**src/include/spac_pkg.sv**
```systemverilog
// shared constants, encodings and carrier types for the setpoint alarm controller
package spac_pkg;
  // clock and time bases
  localparam int CLK_PERIOD_NS = 20;
  localparam int SEC_NS = 1_000_000_000;
  localparam int SEC_CYCLES_DEF = SEC_NS / CLK_PERIOD_NS;
  localparam int DEBOUNCE_NS = 20_000_000;
  localparam int DEB_CYCLES_DEF = DEBOUNCE_NS / CLK_PERIOD_NS;
  localparam int LONG_HOLD_SEC = 2;
  localparam int MENU_TIMEOUT_SEC = 60;
  localparam int SLOPE_DIV = 10000;

  // register byte offsets
  localparam logic [5:0] REG_CTRL = 6'h00;
  localparam logic [5:0] REG_DELAY = 6'h04;
  localparam logic [5:0] REG_RANGE = 6'h08;
  localparam logic [5:0] REG_STATUS = 6'h0c;
  localparam logic [5:0] REG_CORR = 6'h10;
  localparam logic [5:0] REG_CORR_PAR = 6'h14;
  localparam logic [5:0] REG_SWPT1 = 6'h18;
  localparam logic [5:0] REG_SWPT2 = 6'h1c;
  localparam logic [5:0] REG_ALARM = 6'h20;
  localparam logic [5:0] REG_ALDEL = 6'h24;

  // control field positions
  localparam int CTRL_FN_LSB = 0;
  localparam int CTRL_TEMP_BIT = 3;
  localparam int CTRL_CFG_LSB = 8;

  // reset values of software registers
  localparam logic [15:0] RST_DISP_LO = 16'hf831;
  localparam logic [15:0] RST_DISP_HI = 16'h270f;
  localparam logic [15:0] RST_DELAY = 16'h0001;
  localparam logic [7:0] RST_INPUT_CFG = 8'h00;

  // parameter limits and factory defaults
  localparam logic [15:0] ZERO_OFFSET_PARAM_MAX = 16'h0032;
  localparam logic [15:0] ZERO_OFFSET_PARAM_MIN = 16'hffce;
  localparam logic [15:0] SLOPE_MAX = 16'h00c8;
  localparam logic [15:0] SLOPE_MIN = 16'hff38;
  localparam logic [15:0] ALDEL_MAX = 16'h270f;
  localparam logic [15:0] DEF_ZERO = 16'h0000;

  // parameter slots of the menu
  localparam int NPARAM = 9;
  localparam logic [3:0] P_ZERO_OFFSET_PARAM = 4'h0;
  localparam logic [3:0] P_SLOPE = 4'h1;
  localparam logic [3:0] P_ON1 = 4'h2;
  localparam logic [3:0] P_OFF1 = 4'h3;
  localparam logic [3:0] P_ON2 = 4'h4;
  localparam logic [3:0] P_OFF2 = 4'h5;
  localparam logic [3:0] P_ALHI = 4'h6;
  localparam logic [3:0] P_ALLO = 4'h7;
  localparam logic [3:0] P_ALDEL = 4'h8;
  localparam logic [3:0] P_END = 4'hf;

  // output function selection
  typedef enum logic [2:0] {
    FN_NONE = 3'h0,
    FN_TWO_POINT = 3'h1,
    FN_THREE_POINT = 3'h2,
    FN_TWO_POINT_ALARM = 3'h3,
    FN_COMMON_MINMAX = 3'h4,
    FN_SEPARATE_MINMAX = 3'h5
  } spac_fn_e;

  // menu engine states
  typedef enum logic [2:0] {
    MS_IDLE = 3'b001,
    MS_CORR = 3'b010,
    MS_SETP = 3'b100
  } spac_menu_e;

  // debounced button events, bit 0 is button 1
  typedef struct packed {
    logic [2:0] press;
    logic [2:0] long_hold;
  } spac_btn_s;
endpackage : spac_pkg

```
**src/hdl/spac_btn.sv**
```systemverilog
// button synchroniser, debouncer and hold-time detector
`timescale 1ns/100ps
module spac_btn #(
  parameter int DEB_CYCLES = spac_pkg::DEB_CYCLES_DEF
) (
  // clock and reset
  input wire logic clk,
  input wire logic rst,
  // seconds timebase
  input wire logic sec_tick,
  // raw buttons, high while pressed
  input wire logic [2:0] btn_raw,
  // events
  output spac_pkg::spac_btn_s ev
);
  logic [2:0] meta_r; // first stage, read only by sync_r
  logic [2:0] sync_r;
  logic [2:0] level_r; // debounced level
  logic [31:0] stab_r [3]; // cycles the synchronised level sync_r differs from level_r
  logic [1:0] hold_r [3]; // second ticks seen while held

  // two-flop synchroniser for the asynchronous pins
  always_ff @(posedge clk) begin
    if (rst) begin
      meta_r <= 3'h0;
      sync_r <= 3'h0;
    end else begin
      meta_r <= btn_raw;
      sync_r <= meta_r;
    end
  end

  // debounce and hold measurement, one lane per button
  always_ff @(posedge clk) begin
    if (rst) begin
      level_r <= 3'h0;
      ev <= '0;
      for (int i = 0; i < 3; i++) begin
        stab_r[i] <= 32'h0;
        hold_r[i] <= 2'h0;
      end
    end else begin
      for (int i = 0; i < 3; i++) begin
        ev.press[i] <= 1'b0;
        ev.long_hold[i] <= 1'b0;
        // a level must stand for the whole window before it is believed
        if (sync_r[i] == level_r[i]) begin
          stab_r[i] <= 32'h0;
        end else if (stab_r[i] >= 32'(DEB_CYCLES - 1)) begin
          stab_r[i] <= 32'h0;
          level_r[i] <= sync_r[i];
          ev.press[i] <= sync_r[i];
        end else begin
          stab_r[i] <= stab_r[i] + 32'h1;
        end
        // ticks are not aligned to the press, so one extra tick proves the hold
        if (!level_r[i]) begin
          hold_r[i] <= 2'h0;
        end else if (sec_tick && hold_r[i] != 2'(spac_pkg::LONG_HOLD_SEC + 1)) begin
          hold_r[i] <= hold_r[i] + 2'h1;
          ev.long_hold[i] <= (hold_r[i] == 2'(spac_pkg::LONG_HOLD_SEC));
        end
      end
    end
  end
endmodule : spac_btn

```
**src/hdl/spac_core.sv**
```systemverilog
// setpoint and alarm controller: correction, switching, alarms, menu engine, register slave
`timescale 1ns/100ps
// Overview of operation
// - output stays off for the switching delay
// - menu idle over 60 s discards edits
// - input setting change restores factory defaults
// - button 3 held over 2 s opens correction
// - button 1 steps; last step commits values
// - buttons 2 and 3 step value within range
// - offset within plus minus 50, subtracted
// - temperature: (value - offset) times slope factor
// - standard signal: remove display low, re-add
// - button 1 held over 2 s opens setpoints
// - setpoint menu omits delay and drive type
// - function none refuses the setpoint menu
// - output 2 points only in three-point mode
// - on below off: low turns on
// - on above off: high turns on
// - alarm mode holds limits and 0-9999 delay
// - alarm after condition persists for delay
// - alarm output active when no alarm
// - commit stores values then requests reset
module spac_core #(
  parameter int SEC_CYCLES = spac_pkg::SEC_CYCLES_DEF,
  parameter int DEB_CYCLES = spac_pkg::DEB_CYCLES_DEF,
  parameter int VW = 16
) (
  // clock and reset
  input wire logic REF_CLK,
  input wire logic RST,
  // avalon-mm slave
  input wire logic [5:0] AVS_ADDRESS,
  input wire logic AVS_READ,
  input wire logic AVS_WRITE,
  input wire logic [31:0] AVS_WRITEDATA,
  output logic [31:0] AVS_READDATA,
  output logic AVS_WAITREQUEST,
  // front panel buttons, high while pressed
  input wire logic [2:0] BTN_RAW,
  // measured value from the converter
  input wire logic signed [VW-1:0] MEAS_VALUE,
  input wire logic MEAS_VALID,
  // switching outputs and results
  output logic OUT1,
  output logic OUT2,
  output logic signed [VW-1:0] CORR_VALUE,
  output logic NV_STORE,
  output logic DEV_RESET
);
  spac_pkg::spac_btn_s ev; // button events
  spac_pkg::spac_menu_e state_r; // menu state
  spac_pkg::spac_fn_e fn_r; // output function
  logic [31:0] sec_cnt_r; // seconds prescaler
  logic sec_tick_r; // one-cycle pulse each second
  logic wait_r; // waitrequest
  logic ctrl_temp_r; // temperature input when set
  logic [7:0] in_cfg_r; // input type, sensor and unit code
  logic signed [VW-1:0] disp_lo_r, disp_hi_r; // display range
  logic [15:0] dly_r [2]; // switching delays in seconds
  logic signed [VW-1:0] work_r [spac_pkg::NPARAM]; // values under edit
  logic signed [VW-1:0] comm_r [spac_pkg::NPARAM]; // committed values
  logic [3:0] idx_r; // parameter shown
  logic [6:0] idle_r; // seconds without a press
  logic nv_r; // store pulse
  logic rst_req_r; // reset request pulse
  logic signed [VW+1:0] x_r; // corrected value before slope
  logic x_vld_r;
  logic signed [VW-1:0] base_r; // display low term, zero for temperature
  logic signed [VW-1:0] corr_r;
  logic sw_r [2]; // controller outputs
  logic [16:0] hold_r [2]; // re-enable countdown in seconds
  logic [15:0] al_t_r [2]; // alarm persistence counters, high then low
  logic al_r [2]; // alarm active, high then low
  logic out1_r, out2_r;
  logic [31:0] rdata_r;

  // bus decode
  logic bus_req, wr_take, cfg_change;
  // menu events
  logic in_menu, open_corr, open_setp, advance, commit, timeout, any_press, dn, up;
  logic signed [VW-1:0] lim_lo, lim_hi, cur;
  logic en_sw [2];
  logic signed [2*VW+1:0] prod;

  // next parameter slot; the setpoint menu never visits delay or drive type
  function automatic logic [3:0] next_idx(input logic [3:0] i, input spac_pkg::spac_fn_e f);
    case (i)
      spac_pkg::P_ZERO_OFFSET_PARAM: next_idx = spac_pkg::P_SLOPE;
      spac_pkg::P_ON1: next_idx = spac_pkg::P_OFF1;
      spac_pkg::P_OFF1: begin
        if (f == spac_pkg::FN_THREE_POINT) next_idx = spac_pkg::P_ON2;
        else if (f == spac_pkg::FN_TWO_POINT_ALARM) next_idx = spac_pkg::P_ALHI;
        else next_idx = spac_pkg::P_END;
      end
      spac_pkg::P_ON2: next_idx = spac_pkg::P_OFF2;
      spac_pkg::P_ALHI: next_idx = spac_pkg::P_ALLO;
      spac_pkg::P_ALLO: next_idx = spac_pkg::P_ALDEL;
      default: next_idx = spac_pkg::P_END;
    endcase
  endfunction : next_idx

  // factory default of a slot; alarm limits span the reset display range
  function automatic logic signed [VW-1:0] def_val(input int i);
    if (i == int'(spac_pkg::P_ALHI)) def_val = VW'(signed'(spac_pkg::RST_DISP_HI));
    else if (i == int'(spac_pkg::P_ALLO)) def_val = VW'(signed'(spac_pkg::RST_DISP_LO));
    else def_val = VW'(spac_pkg::DEF_ZERO);
  endfunction : def_val

  // two-point hysteresis: direction set by which point is higher
  function automatic logic sw_next(input logic c, input logic signed [VW-1:0] v,
                                   input logic signed [VW-1:0] on, input logic signed [VW-1:0] off);
    if (on < off) sw_next = (v < on) ? 1'b1 : (v > off) ? 1'b0 : c;
    else sw_next = (v > on) ? 1'b1 : (v < off) ? 1'b0 : c;
  endfunction : sw_next

  // debounced buttons with hold detection
  spac_btn #(.DEB_CYCLES(DEB_CYCLES)) u_btn (
    .clk(REF_CLK),
    .rst(RST),
    .sec_tick(sec_tick_r),
    .btn_raw(BTN_RAW),
    .ev(ev)
  );

  // seconds timebase from the system clock
  always_ff @(posedge REF_CLK) begin
    if (RST) begin
      sec_cnt_r <= 32'h0;
      sec_tick_r <= 1'b0;
    end else begin
      sec_tick_r <= (sec_cnt_r == 32'(SEC_CYCLES - 1));
      sec_cnt_r <= (sec_cnt_r == 32'(SEC_CYCLES - 1)) ? 32'h0 : sec_cnt_r + 32'h1;
    end
  end

  // bus handshake: one wait cycle, the transfer completes on the edge after
  assign bus_req = AVS_READ | AVS_WRITE;
  assign wr_take = AVS_WRITE & ~wait_r;
  assign cfg_change = wr_take && AVS_ADDRESS[5:2] == spac_pkg::REG_CTRL[5:2]
                      && AVS_WRITEDATA[spac_pkg::CTRL_CFG_LSB+:8] != in_cfg_r;

  always_ff @(posedge REF_CLK) begin
    if (RST) wait_r <= 1'b1;
    else wait_r <= !(bus_req && wait_r);
  end

  // software registers; a changed input code is detected on the write itself
  always_ff @(posedge REF_CLK) begin
    if (RST) begin
      fn_r <= spac_pkg::FN_NONE;
      ctrl_temp_r <= 1'b1;
      in_cfg_r <= spac_pkg::RST_INPUT_CFG;
      disp_lo_r <= VW'(signed'(spac_pkg::RST_DISP_LO));
      disp_hi_r <= VW'(signed'(spac_pkg::RST_DISP_HI));
      dly_r[0] <= spac_pkg::RST_DELAY;
      dly_r[1] <= spac_pkg::RST_DELAY;
    end else if (wr_take) begin
      case (AVS_ADDRESS[5:2])
        spac_pkg::REG_CTRL[5:2]: begin
          // unknown function codes fall back to display only
          fn_r <= (AVS_WRITEDATA[2:0] > 3'(spac_pkg::FN_SEPARATE_MINMAX)) ? spac_pkg::FN_NONE
                  : spac_pkg::spac_fn_e'(AVS_WRITEDATA[spac_pkg::CTRL_FN_LSB+:3]);
          ctrl_temp_r <= AVS_WRITEDATA[spac_pkg::CTRL_TEMP_BIT];
          in_cfg_r <= AVS_WRITEDATA[spac_pkg::CTRL_CFG_LSB+:8];
        end
        spac_pkg::REG_DELAY[5:2]: begin
          dly_r[0] <= AVS_WRITEDATA[15:0];
          dly_r[1] <= AVS_WRITEDATA[31:16];
        end
        spac_pkg::REG_RANGE[5:2]: begin
          disp_lo_r <= AVS_WRITEDATA[VW-1:0];
          disp_hi_r <= AVS_WRITEDATA[16+:VW];
        end
        default: ; // other offsets are read only
      endcase
    end
  end

  // read data is captured as the request is first seen, ready for the completing edge
  always_ff @(posedge REF_CLK) begin
    if (RST) begin
      rdata_r <= 32'h0;
    end else if (AVS_READ && wait_r) begin
      case (AVS_ADDRESS[5:2])
        spac_pkg::REG_CTRL[5:2]: rdata_r <= {16'h0, in_cfg_r, 4'h0, ctrl_temp_r, fn_r};
        spac_pkg::REG_DELAY[5:2]: rdata_r <= {dly_r[1], dly_r[0]};
        spac_pkg::REG_RANGE[5:2]: rdata_r <= {16'(disp_hi_r), 16'(disp_lo_r)};
        spac_pkg::REG_STATUS[5:2]: rdata_r <= {20'h0, idx_r, 1'b0, state_r, al_r[1], al_r[0], out2_r, out1_r};
        spac_pkg::REG_CORR[5:2]: rdata_r <= 32'(corr_r);
        spac_pkg::REG_CORR_PAR[5:2]: rdata_r <= {16'(comm_r[spac_pkg::P_SLOPE]), 16'(comm_r[spac_pkg::P_ZERO_OFFSET_PARAM])};
        spac_pkg::REG_SWPT1[5:2]: rdata_r <= {16'(comm_r[spac_pkg::P_OFF1]), 16'(comm_r[spac_pkg::P_ON1])};
        spac_pkg::REG_SWPT2[5:2]: rdata_r <= {16'(comm_r[spac_pkg::P_OFF2]), 16'(comm_r[spac_pkg::P_ON2])};
        spac_pkg::REG_ALARM[5:2]: rdata_r <= {16'(comm_r[spac_pkg::P_ALLO]), 16'(comm_r[spac_pkg::P_ALHI])};
        spac_pkg::REG_ALDEL[5:2]: rdata_r <= {16'h0, 16'(comm_r[spac_pkg::P_ALDEL])};
        default: rdata_r <= 32'h0; // unmapped reads as zero
      endcase
    end
  end

  // menu events
  assign in_menu = (state_r != spac_pkg::MS_IDLE);
  assign any_press = |ev.press;
  assign open_corr = !in_menu && ev.long_hold[2];
  assign open_setp = !in_menu && ev.long_hold[0] && fn_r != spac_pkg::FN_NONE;
  assign advance = in_menu && ev.press[0];
  assign commit = advance && next_idx(idx_r, fn_r) == spac_pkg::P_END;
  assign timeout = in_menu && idle_r > 7'(spac_pkg::MENU_TIMEOUT_SEC);
  assign dn = in_menu && ev.press[1];
  assign up = in_menu && ev.press[2];
  assign cur = work_r[idx_r];

  // limits of the shown slot; alarm limits bound each other so they cannot cross
  always_comb begin
    lim_lo = disp_lo_r;
    lim_hi = disp_hi_r;
    case (idx_r)
      spac_pkg::P_ZERO_OFFSET_PARAM: begin
        lim_lo = VW'(signed'(spac_pkg::ZERO_OFFSET_PARAM_MIN));
        lim_hi = VW'(signed'(spac_pkg::ZERO_OFFSET_PARAM_MAX));
      end
      spac_pkg::P_SLOPE: begin
        lim_lo = VW'(signed'(spac_pkg::SLOPE_MIN));
        lim_hi = VW'(signed'(spac_pkg::SLOPE_MAX));
      end
      spac_pkg::P_ALHI: lim_lo = work_r[spac_pkg::P_ALLO];
      spac_pkg::P_ALLO: lim_hi = work_r[spac_pkg::P_ALHI];
      spac_pkg::P_ALDEL: begin
        lim_lo = VW'(spac_pkg::DEF_ZERO);
        lim_hi = VW'(signed'(spac_pkg::ALDEL_MAX));
      end
      default: ; // switch points use the display range
    endcase
  end

  // menu state, slot, inactivity timer and the store-then-reset sequence
  always_ff @(posedge REF_CLK) begin
    if (RST) begin
      state_r <= spac_pkg::MS_IDLE;
      idx_r <= spac_pkg::P_END;
      idle_r <= 7'h0;
      nv_r <= 1'b0;
      rst_req_r <= 1'b0;
    end else begin
      nv_r <= commit;
      rst_req_r <= nv_r; // reset follows the store by one cycle
      if (!in_menu || any_press) idle_r <= 7'h0;
      else if (sec_tick_r) idle_r <= idle_r + 7'h1;
      case (state_r)
        spac_pkg::MS_IDLE: begin
          if (open_corr) begin
            state_r <= spac_pkg::MS_CORR;
            idx_r <= spac_pkg::P_ZERO_OFFSET_PARAM;
          end else if (open_setp) begin
            state_r <= spac_pkg::MS_SETP;
            // min/max alarm functions start directly at the limits
            idx_r <= (fn_r == spac_pkg::FN_COMMON_MINMAX || fn_r == spac_pkg::FN_SEPARATE_MINMAX)
                     ? spac_pkg::P_ALHI : spac_pkg::P_ON1;
          end
        end
        spac_pkg::MS_CORR, spac_pkg::MS_SETP: begin
          if (commit || timeout || cfg_change) begin
            state_r <= spac_pkg::MS_IDLE;
            idx_r <= spac_pkg::P_END;
          end else if (advance) begin
            idx_r <= next_idx(idx_r, fn_r);
          end
        end
        default: begin
          state_r <= spac_pkg::MS_IDLE;
          idx_r <= spac_pkg::P_END;
        end
      endcase
    end
  end

  // working copy: reloaded on open, thrown away on timeout, stepped by buttons
  always_ff @(posedge REF_CLK) begin
    if (RST || cfg_change) begin
      for (int i = 0; i < spac_pkg::NPARAM; i++) work_r[i] <= def_val(i);
    end else if (open_corr || open_setp || timeout) begin
      for (int i = 0; i < spac_pkg::NPARAM; i++) work_r[i] <= comm_r[i];
    end else if (dn && cur > lim_lo) begin
      work_r[idx_r] <= cur - VW'(1);
    end else if (up && cur < lim_hi) begin
      work_r[idx_r] <= cur + VW'(1);
    end
  end

  // committed copy used by the controller
  always_ff @(posedge REF_CLK) begin
    if (RST || cfg_change) begin
      for (int i = 0; i < spac_pkg::NPARAM; i++) comm_r[i] <= def_val(i);
    end else if (commit) begin
      for (int i = 0; i < spac_pkg::NPARAM; i++) comm_r[i] <= work_r[i];
    end
  end

  // correction, stage one: remove offset and, for standard signals, the display low
  always_ff @(posedge REF_CLK) begin
    if (RST) begin
      x_r <= '0;
      base_r <= '0;
      x_vld_r <= 1'b0;
    end else begin
      x_vld_r <= MEAS_VALID;
      if (MEAS_VALID) begin
        base_r <= ctrl_temp_r ? VW'(0) : disp_lo_r;
        x_r <= (VW+2)'(MEAS_VALUE) - (VW+2)'(comm_r[spac_pkg::P_ZERO_OFFSET_PARAM])
               - (ctrl_temp_r ? (VW+2)'(0) : (VW+2)'(disp_lo_r));
      end
    end
  end

  // slope in hundredths of a percent of the offset-free value
  assign prod = (2*VW+2)'(x_r) * (2*VW+2)'(comm_r[spac_pkg::P_SLOPE]);

  // correction, stage two: apply slope and restore the display low term
  always_ff @(posedge REF_CLK) begin
    if (RST) corr_r <= '0;
    else if (x_vld_r) corr_r <= VW'(x_r + (VW+2)'(prod / (2*VW+2)'(spac_pkg::SLOPE_DIV))) + base_r;
  end

  assign en_sw[0] = (fn_r == spac_pkg::FN_TWO_POINT || fn_r == spac_pkg::FN_THREE_POINT
                     || fn_r == spac_pkg::FN_TWO_POINT_ALARM);
  assign en_sw[1] = (fn_r == spac_pkg::FN_THREE_POINT);

  // two controllers with a re-enable lockout after each switch-off
  always_ff @(posedge REF_CLK) begin
    if (RST) begin
      for (int k = 0; k < 2; k++) begin
        sw_r[k] <= 1'b0;
        hold_r[k] <= 17'h0;
      end
    end else begin
      for (int k = 0; k < 2; k++) begin
        if (!en_sw[k]) begin
          sw_r[k] <= 1'b0;
        end else if (sw_r[k] && !sw_next(1'b1, corr_r, comm_r[2+2*k], comm_r[3+2*k])) begin
          sw_r[k] <= 1'b0;
          // one extra tick because the first may come at once
          hold_r[k] <= 17'(dly_r[k]) + 17'h1;
        end else if (!sw_r[k] && hold_r[k] == 17'h0) begin
          sw_r[k] <= sw_next(1'b0, corr_r, comm_r[2+2*k], comm_r[3+2*k]);
        end
        if (sec_tick_r && hold_r[k] != 17'h0 && !(sw_r[k] && en_sw[k])) hold_r[k] <= hold_r[k] - 17'h1;
      end
    end
  end

  // alarm persistence: high limit on lane 0, low limit on lane 1
  always_ff @(posedge REF_CLK) begin
    if (RST) begin
      for (int k = 0; k < 2; k++) begin
        al_t_r[k] <= 16'h0;
        al_r[k] <= 1'b0;
      end
    end else begin
      for (int k = 0; k < 2; k++) begin
        if (k == 0 ? (corr_r <= comm_r[spac_pkg::P_ALHI]) : (corr_r >= comm_r[spac_pkg::P_ALLO])) begin
          al_t_r[k] <= 16'h0; // any return inside the band restarts the wait
          al_r[k] <= 1'b0;
        end else begin
          al_r[k] <= (al_t_r[k] >= 16'(comm_r[spac_pkg::P_ALDEL]));
          if (sec_tick_r && al_t_r[k] != 16'hffff) al_t_r[k] <= al_t_r[k] + 16'h1;
        end
      end
    end
  end

  // output routing per function; alarm outputs are driven while all is well
  always_ff @(posedge REF_CLK) begin
    if (RST) begin
      out1_r <= 1'b0;
      out2_r <= 1'b0;
    end else begin
      case (fn_r)
        spac_pkg::FN_TWO_POINT, spac_pkg::FN_THREE_POINT: begin
          out1_r <= sw_r[0];
          out2_r <= sw_r[1];
        end
        spac_pkg::FN_TWO_POINT_ALARM: begin
          out1_r <= sw_r[0];
          out2_r <= !(al_r[0] || al_r[1]);
        end
        spac_pkg::FN_COMMON_MINMAX: begin
          out1_r <= 1'b0;
          out2_r <= !(al_r[0] || al_r[1]);
        end
        spac_pkg::FN_SEPARATE_MINMAX: begin
          out1_r <= !al_r[0];
          out2_r <= !al_r[1];
        end
        default: begin
          out1_r <= 1'b0;
          out2_r <= 1'b0;
        end
      endcase
    end
  end

  // outputs straight from flip-flops
  assign AVS_READDATA = rdata_r;
  assign AVS_WAITREQUEST = wait_r;
  assign OUT1 = out1_r;
  assign OUT2 = out2_r;
  assign CORR_VALUE = corr_r;
  assign NV_STORE = nv_r;
  assign DEV_RESET = rst_req_r;
endmodule : spac_core

```
**config.mk**
```make
export PLATFORM = sky130hd
export DESIGN_NAME = spac_core
export DESIGN_NICKNAME = d
export VERILOG_FILES = /design/src/include/spac_pkg.sv /design/src/hdl/spac_btn.sv /design/src/hdl/spac_core.sv
export SDC_FILE = /design/constraint.sdc
export NUM_CORES = 2
export LEC_CHECK = 0
export BUFFER_PORTS_ARGS = -buffer_cell sky130_fd_sc_hd__buf_2
export CAP_MARGIN = 5
export CORE_ASPECT_RATIO = 0.7
export CORE_MARGIN = 2
export CORE_UTILIZATION = 25
export CTS_BUF_LIST = sky130_fd_sc_hd__clkbuf_8
export CTS_CLUSTER_SIZE = 8
export DETAILED_ROUTE_END_ITERATION = 8
export GPL_TIMING_DRIVEN = 0
export PLACE_DENSITY_LB_ADDON = 0.2
export SLEW_MARGIN = 10
export SYNTH_ARGS = -nofsm -noshare
export SYNTH_HDL_FRONTEND = slang
export SYNTH_HIERARCHICAL = 1
export SYNTH_SLANG_ARGS = --single-unit
```
**constraint.sdc**
```tcl
create_clock -name REF_CLK -period 35.5 [get_ports REF_CLK]
set_clock_uncertainty 0.15 [all_clocks]
set_input_delay 8.875 -clock REF_CLK [delete_from_list [all_inputs] [get_ports REF_CLK]]
set_output_delay 8.875 -clock REF_CLK [all_outputs]
set_load 0.1 [all_outputs]
```
# Word-level counts from Yosys, hierarchy flattened
# Memory sizes are Yosys's and may differ from the RTL's. A register that Yosys moved wholly into a read port is not among the register bits.
# Cells that the tools add are included.
# op_classes
n_addsub	20
multipliers	1
n_div	1
n_lt_le_gt_ge	21
eq_ne	41
mux	238
bitwise_logic	67
n_reduce_logical	77
# ops
cell	count
16-bit 2-to-1 mux	30
32-bit one-hot mux with 10 select lines	1
32-bit 2-to-1 mux	9
1-bit 2-to-1 mux	166
32-bit by 1-bit adder with 32-bit output, second input constant	4
16-bit one-hot mux with 4 select lines	2
16-bit < comparator	7
32-bit by 20-bit greater-or-equal comparator with 1-bit output, second input constant	3
16-bit greater-than comparator	5
17-bit 2-to-1 mux	4
1-bit bitwise OR	55
16-bit greater-or-equal comparator	3
4-bit 2-to-1 mux	9
16-bit by 1-bit adder with 17-bit output, second input constant	2
34-bit by 15-bit divider with 34-bit output, second input constant	1
17-bit zero test	2
18-bit by 16-bit multiplier with 34-bit output	1
17-bit nonzero test	2
17-bit by 1-bit subtractor with 17-bit output, second input constant	2
16-bit by 1-bit adder with 16-bit output, second input constant	2
16-bit adder	2
32-bit by 26-bit == test with 1-bit output, second input constant	1
16-bit != test, second input constant	2
1-bit logical AND	29
other kinds (40)	122
# word_totals
reg_bits	193
ramBits	492
inputBits	62
output_inout_bits	53
elab_cells	505
n_memories	9
# mem_list
memory	depth	word_bits	read_ports	rd_ports_with_merged_regs	write_ports	line	rtl
comm_r	9	16	9	0	9	spac_core.sv:61	logic signed [VW-1:0] comm_r [spac_pkg::NPARAM];
work_r	9	16	10	1	9	spac_core.sv:60	logic signed [VW-1:0] work_r [spac_pkg::NPARAM];
u_btn.stab_r	3	32	3	0	3	spac_btn.sv:19	logic [31:0] stab_r [3];
hold_r	2	17	2	0	2	spac_core.sv:71	logic [16:0] hold_r [2];
al_t_r	2	16	2	0	2	spac_core.sv:72	logic [15:0] al_t_r [2];
dly_r	2	16	2	0	2	spac_core.sv:59	logic [15:0] dly_r [2];
3 more memories	n/a	n/a	n/a	n/a	n/a	n/a	

# Longest topological paths before layout
# logic_depth
depth_word	14
ltp_mapped	125
ltp_nobuf	110

# Cells and area by module
# Netlist, hierarchy kept.
# modules_own_cells
mod	instances	cells_each	area_per_inst_um2	seq_area_each_um2
spac_core	1	6253	59183.0	18738.0
spac_btn	1	439	5285.1	3363.2

# Worst setup path after synthesis
# OpenSTA, ideal clock, no wires.
# synth_path
path_type	register to register
startpoint	memory comm_r[1][4] (netlist: comm_r[0][20])
endpoint	register corr_r[15] (netlist: CORR_VALUE[15])
setup_ns	0.086
arrival_ns	27.656
required_time_ns	35.264
setup_slack_ns	7.608
path_stages_with_launch	117
path_buffers	9
synth_period_minus_slack_ns	27.892
path_cell_list	edfxtp_1 > clkbuf_1 > clkbuf_1 > nand2_1 > inv_1 > fa_1 > fa_1 > fa_1 > inv_1 > fa_1 > fa_1 > fa_1 > inv_1 > ha_1 > clkbuf_1 > a211o_1 > a21o_1 > a211o_1 > (+81 left out) > ha_1 > fa_1 > a21o_1 > a21o_1 > a21o_1 > a21oi_1 > o21bai_1 > a21oi_1 > o21bai_1 > a21oi_1 > o21bai_1 > a21oi_1 > o21bai_1 > a21oi_1 > xnor2_1 > xnor2_1 > xnor2_1 > a211oi_1
# synth_lines
item	line	rtl
start, declared	spac_core.sv:61	
end signal, assigned	spac_core.sv:320	else if (x_vld_r) corr_r <= VW'(x_r + (VW+2)'(prod / (2*VW+2)'(spac_pkg::SLOPE_DIV))) + base_r;
end, declared	spac_core.sv:69	logic signed [VW-1:0] corr_r;

==> summary.txt <==
Clock tree
  – Total CTS buffers: 140
  – Sinks on Clock Net: 799
  – Deepest level of the CTS H-tree: 4
  – TritonCTS clock tree: done
  – Library cell used as clock root buffer: sky130_fd_sc_hd__clkbuf_8
  – Max Root-Sink Buffers: 4
  – Insertion delay to the later sink of the worst-skew pair: 890 ps
  – Post-CTS Hold Fix Bufs: 0
  – Clock-pin slew of the registers on the worst-case setup and hold paths: roughly 70 ps

Worst setup path
  – Highest cell delay on the worst timing path: 640 ps
  – Worst Path Max Fanout: 11
  – Critical Path Start Type: register
  – Endpoint type of the worst setup path: register
  – Critical path data arrival time: between 30000 and 40000 ps
  – Start-to-end type of the worst setup path: register to register
  – Path depth of the worst reg2reg path: 117
  – End of the worst register-to-register path: CORR_VALUE[15]
  – Most common cell on crit path: sky130_fd_sc_hd__fa_1
  – R2r startpoint: comm_r[0][28]
  – Slowest CP cell: sky130_fd_sc_hd__or4_1
  – Worst reg-to-reg setup slack: roughly 1900 ps
  – Required time of the worst setup path: 36040 ps

Drt
  – Wire per inst: 25.89 um
  – Remaining antenna violation count after routing: 0
  – DRC viols: 6
  – Aggregate routed wire length: roughly 280000 um
  – Ratio of routed vias to standard cells: about 5.2
  – TritonRoute pass-1 iters: 9
  – DRT iter0 DRCs: around 6900
  – Overall via count from detail_route: between 50000 and 60000

Floorplan
  – Initial standard-cell utilization of the core: 25.19%
  – Core region area: 255400 um^2
  – Horizontal die dimension: 610.3 um
  – Core Rows: between 150 and 200
  – I/O pin count: 115
  – Overall die area: 261500 um^2
  – Die outline height: 428.4 um

Worst hold path
  – Endpoint with the worst hold slack: u_btn/sync_r[2]
  – Path class of the lowest-slack min-delay path: register to register
  – Hold Startpoint: u_btn/meta_r[2]
  – Worst Hold Path Cells: 1

GRT
  – Total congestion overflow after global routing: 0
  – Overall Global Routing Usage: 20.43%
  – First-pass GRT wire length: 386900 um
  – Vias in the first global route: 51366
  – Largest net degree at the start of global routing: 54
  – Number of antenna violations at the first check in global routing: 35

Outcome
  – Outcome: finished, violations left
  – Violated checks: design-rule violations

Timing
  – Summed negative setup slack over all endpoints: 0 ps
  – Measured slew at the worst slew-check pin: 1455 ps
  – Slew Limit Fails: 0
  – Max frequency: 29.73 MHz
  – Final period util: ~95%
  – Total count of hold-check failures in the final report: 0
  – Worst-case headroom to the max-slew limit: 2.628%
  – Min cycle time layout: around 34000 ps
  – Setup Viol. Count Final: 0

Synth
  – Count of yosys warnings during synthesis: 6
  – Per-instance average area after synthesis: between 9 and 10 um^2
  – Cell count after synthesis: approximately 6700
  – Synth Cell Area: 64330 um^2

Place
  – Number of I/O port buffers: 110
  – DPL Wire Length: 223300 um
  – RD Place Congestion: 1.009

Final layout
  – Area overhead of the layout relative to synthesis: 14.13%
  – Layout cells sized above 1: ~9.9%
  – Layout Nets: 7863

Flow run
  – Maximum capacitance violations: 0
placed cells by master (no fill, tap or decap), types with 41 or more instances in the layout:
master                       n
sky130_fd_sc_hd__a22oi_1    41
sky130_fd_sc_hd__a21o_1     73
sky130_fd_sc_hd__buf_4      58
sky130_fd_sc_hd__or3_1      59
sky130_fd_sc_hd__edfxtp_1  602
sky130_fd_sc_hd__nor2b_1    70
sky130_fd_sc_hd__a21oi_1   356
sky130_fd_sc_hd__dfxtp_1   193
sky130_fd_sc_hd__o21ai_0   264
sky130_fd_sc_hd__a211oi_1   41
sky130_fd_sc_hd__a31oi_1    65
sky130_fd_sc_hd__inv_1     647
sky130_fd_sc_hd__nor4_1     47
sky130_fd_sc_hd__nand4_1    76
sky130_fd_sc_hd__nand2_1   651
sky130_fd_sc_hd__nor2_1    485
sky130_fd_sc_hd__xnor2_1   214
sky130_fd_sc_hd__fa_1      322
sky130_fd_sc_hd__and2_1    325
sky130_fd_sc_hd__conb_1    134
sky130_fd_sc_hd__nand3_1   181
sky130_fd_sc_hd__xor2_1    158
sky130_fd_sc_hd__nand2b_1  104
sky130_fd_sc_hd__buf_2     134
sky130_fd_sc_hd__clkbuf_1  199
sky130_fd_sc_hd__and3_1     57
sky130_fd_sc_hd__mux4_2     80
sky130_fd_sc_hd__o211ai_1   50
sky130_fd_sc_hd__mux2i_1    52
sky130_fd_sc_hd__a22o_1     44
sky130_fd_sc_hd__clkbuf_8  148
sky130_fd_sc_hd__nor3_1    103
sky130_fd_sc_hd__ha_1      338
sky130_fd_sc_hd__o22ai_1    46
worst max-delay path, delay by kind of cell, from the launching register on:
kind / cells / cell delay [ps]
AO/OA/AOI/OAI: 53 / 14000
multiplexers: 7 / 2540
AND/OR/NAND/NOR: 23 / 6110
flip-flops: 1 / 560
XOR/XNOR: 8 / 1760
adder cells (fa/ha/maj): 11 / 5020
buffers and inverters: 15 / 3230
area by class of cell:
class	count	area, um^2
fillers	26977	182000
well taps	3375	4223
flip-flops and latches	799	22030
clock buffers	148	2037
multi-input cells	5143	39850
repair buffers	199	1511
diodes	18	45.04
plain buffers	268	1127
inverters	589	2211
clock inverters	91	394.1
registers in the layout, summed over array words and instances, names as in the netlist, 32 cells and up, named ones only:
signal and cells:
sec_cnt_r 32, hold_r 34, AVS_READDATA 32, work_r 256
u_btn/stab_r 96, dly_r 32, al_t_r 32, comm_r 144
per-layer routing:
layer	wire length (um)	track usage, %	up-vias
met5	266	0	-
met4	6218	4.178	6
met3	31630	6.818	288
met2	103200	26.38	2448
met1	133900	31.88	27792
li1	-	-	24702
metrics by stage:
stage	hold slack, ps	instance area [um^2]	worst slack (ps)	instances	util [%]
3_5_place_dp	281.8	70330	-666.6	10335	27.54
6_report	284.7	73420	1868	10630	28.75
3_3_place_gp	282.2	69600	-413.7	10296	27.25
2_1_floorplan	263.8	64820	7608	6811	-
5_1_grt	287.9	73380	-19.24	10612	28.73
4_1_cts	291.4	72780	16.63	10570	28.49
how the worst max path moves through the flow:
stage	cells after the start	end	start	slack [ps]
final	117	CORR_VALUE[15]	comm_r[0][28]	1870
after global routing	116	CORR_VALUE[15]	comm_r[0][28]	-20
after CTS	112	CORR_VALUE[15]	comm_r[0][28]	20
after detailed placement	111	CORR_VALUE[15]	comm_r[0][27]	-670
after global placement	111	CORR_VALUE[15]	comm_r[0][27]	-410
after floorplan	116	CORR_VALUE[15]	comm_r[0][20]	7610
repair_timing:
item / CTS / global route
pin swaps: 0 / 5
resized for setup: 4 / 69
setup endpoints to repair: 3 / 14
buffers inserted: 0 / 50
endpoints found under the hold margin: 0 / 0
Power is not shown: default switching activity piles up to over one toggle a cycle in this logic, so the estimate is an artifact.
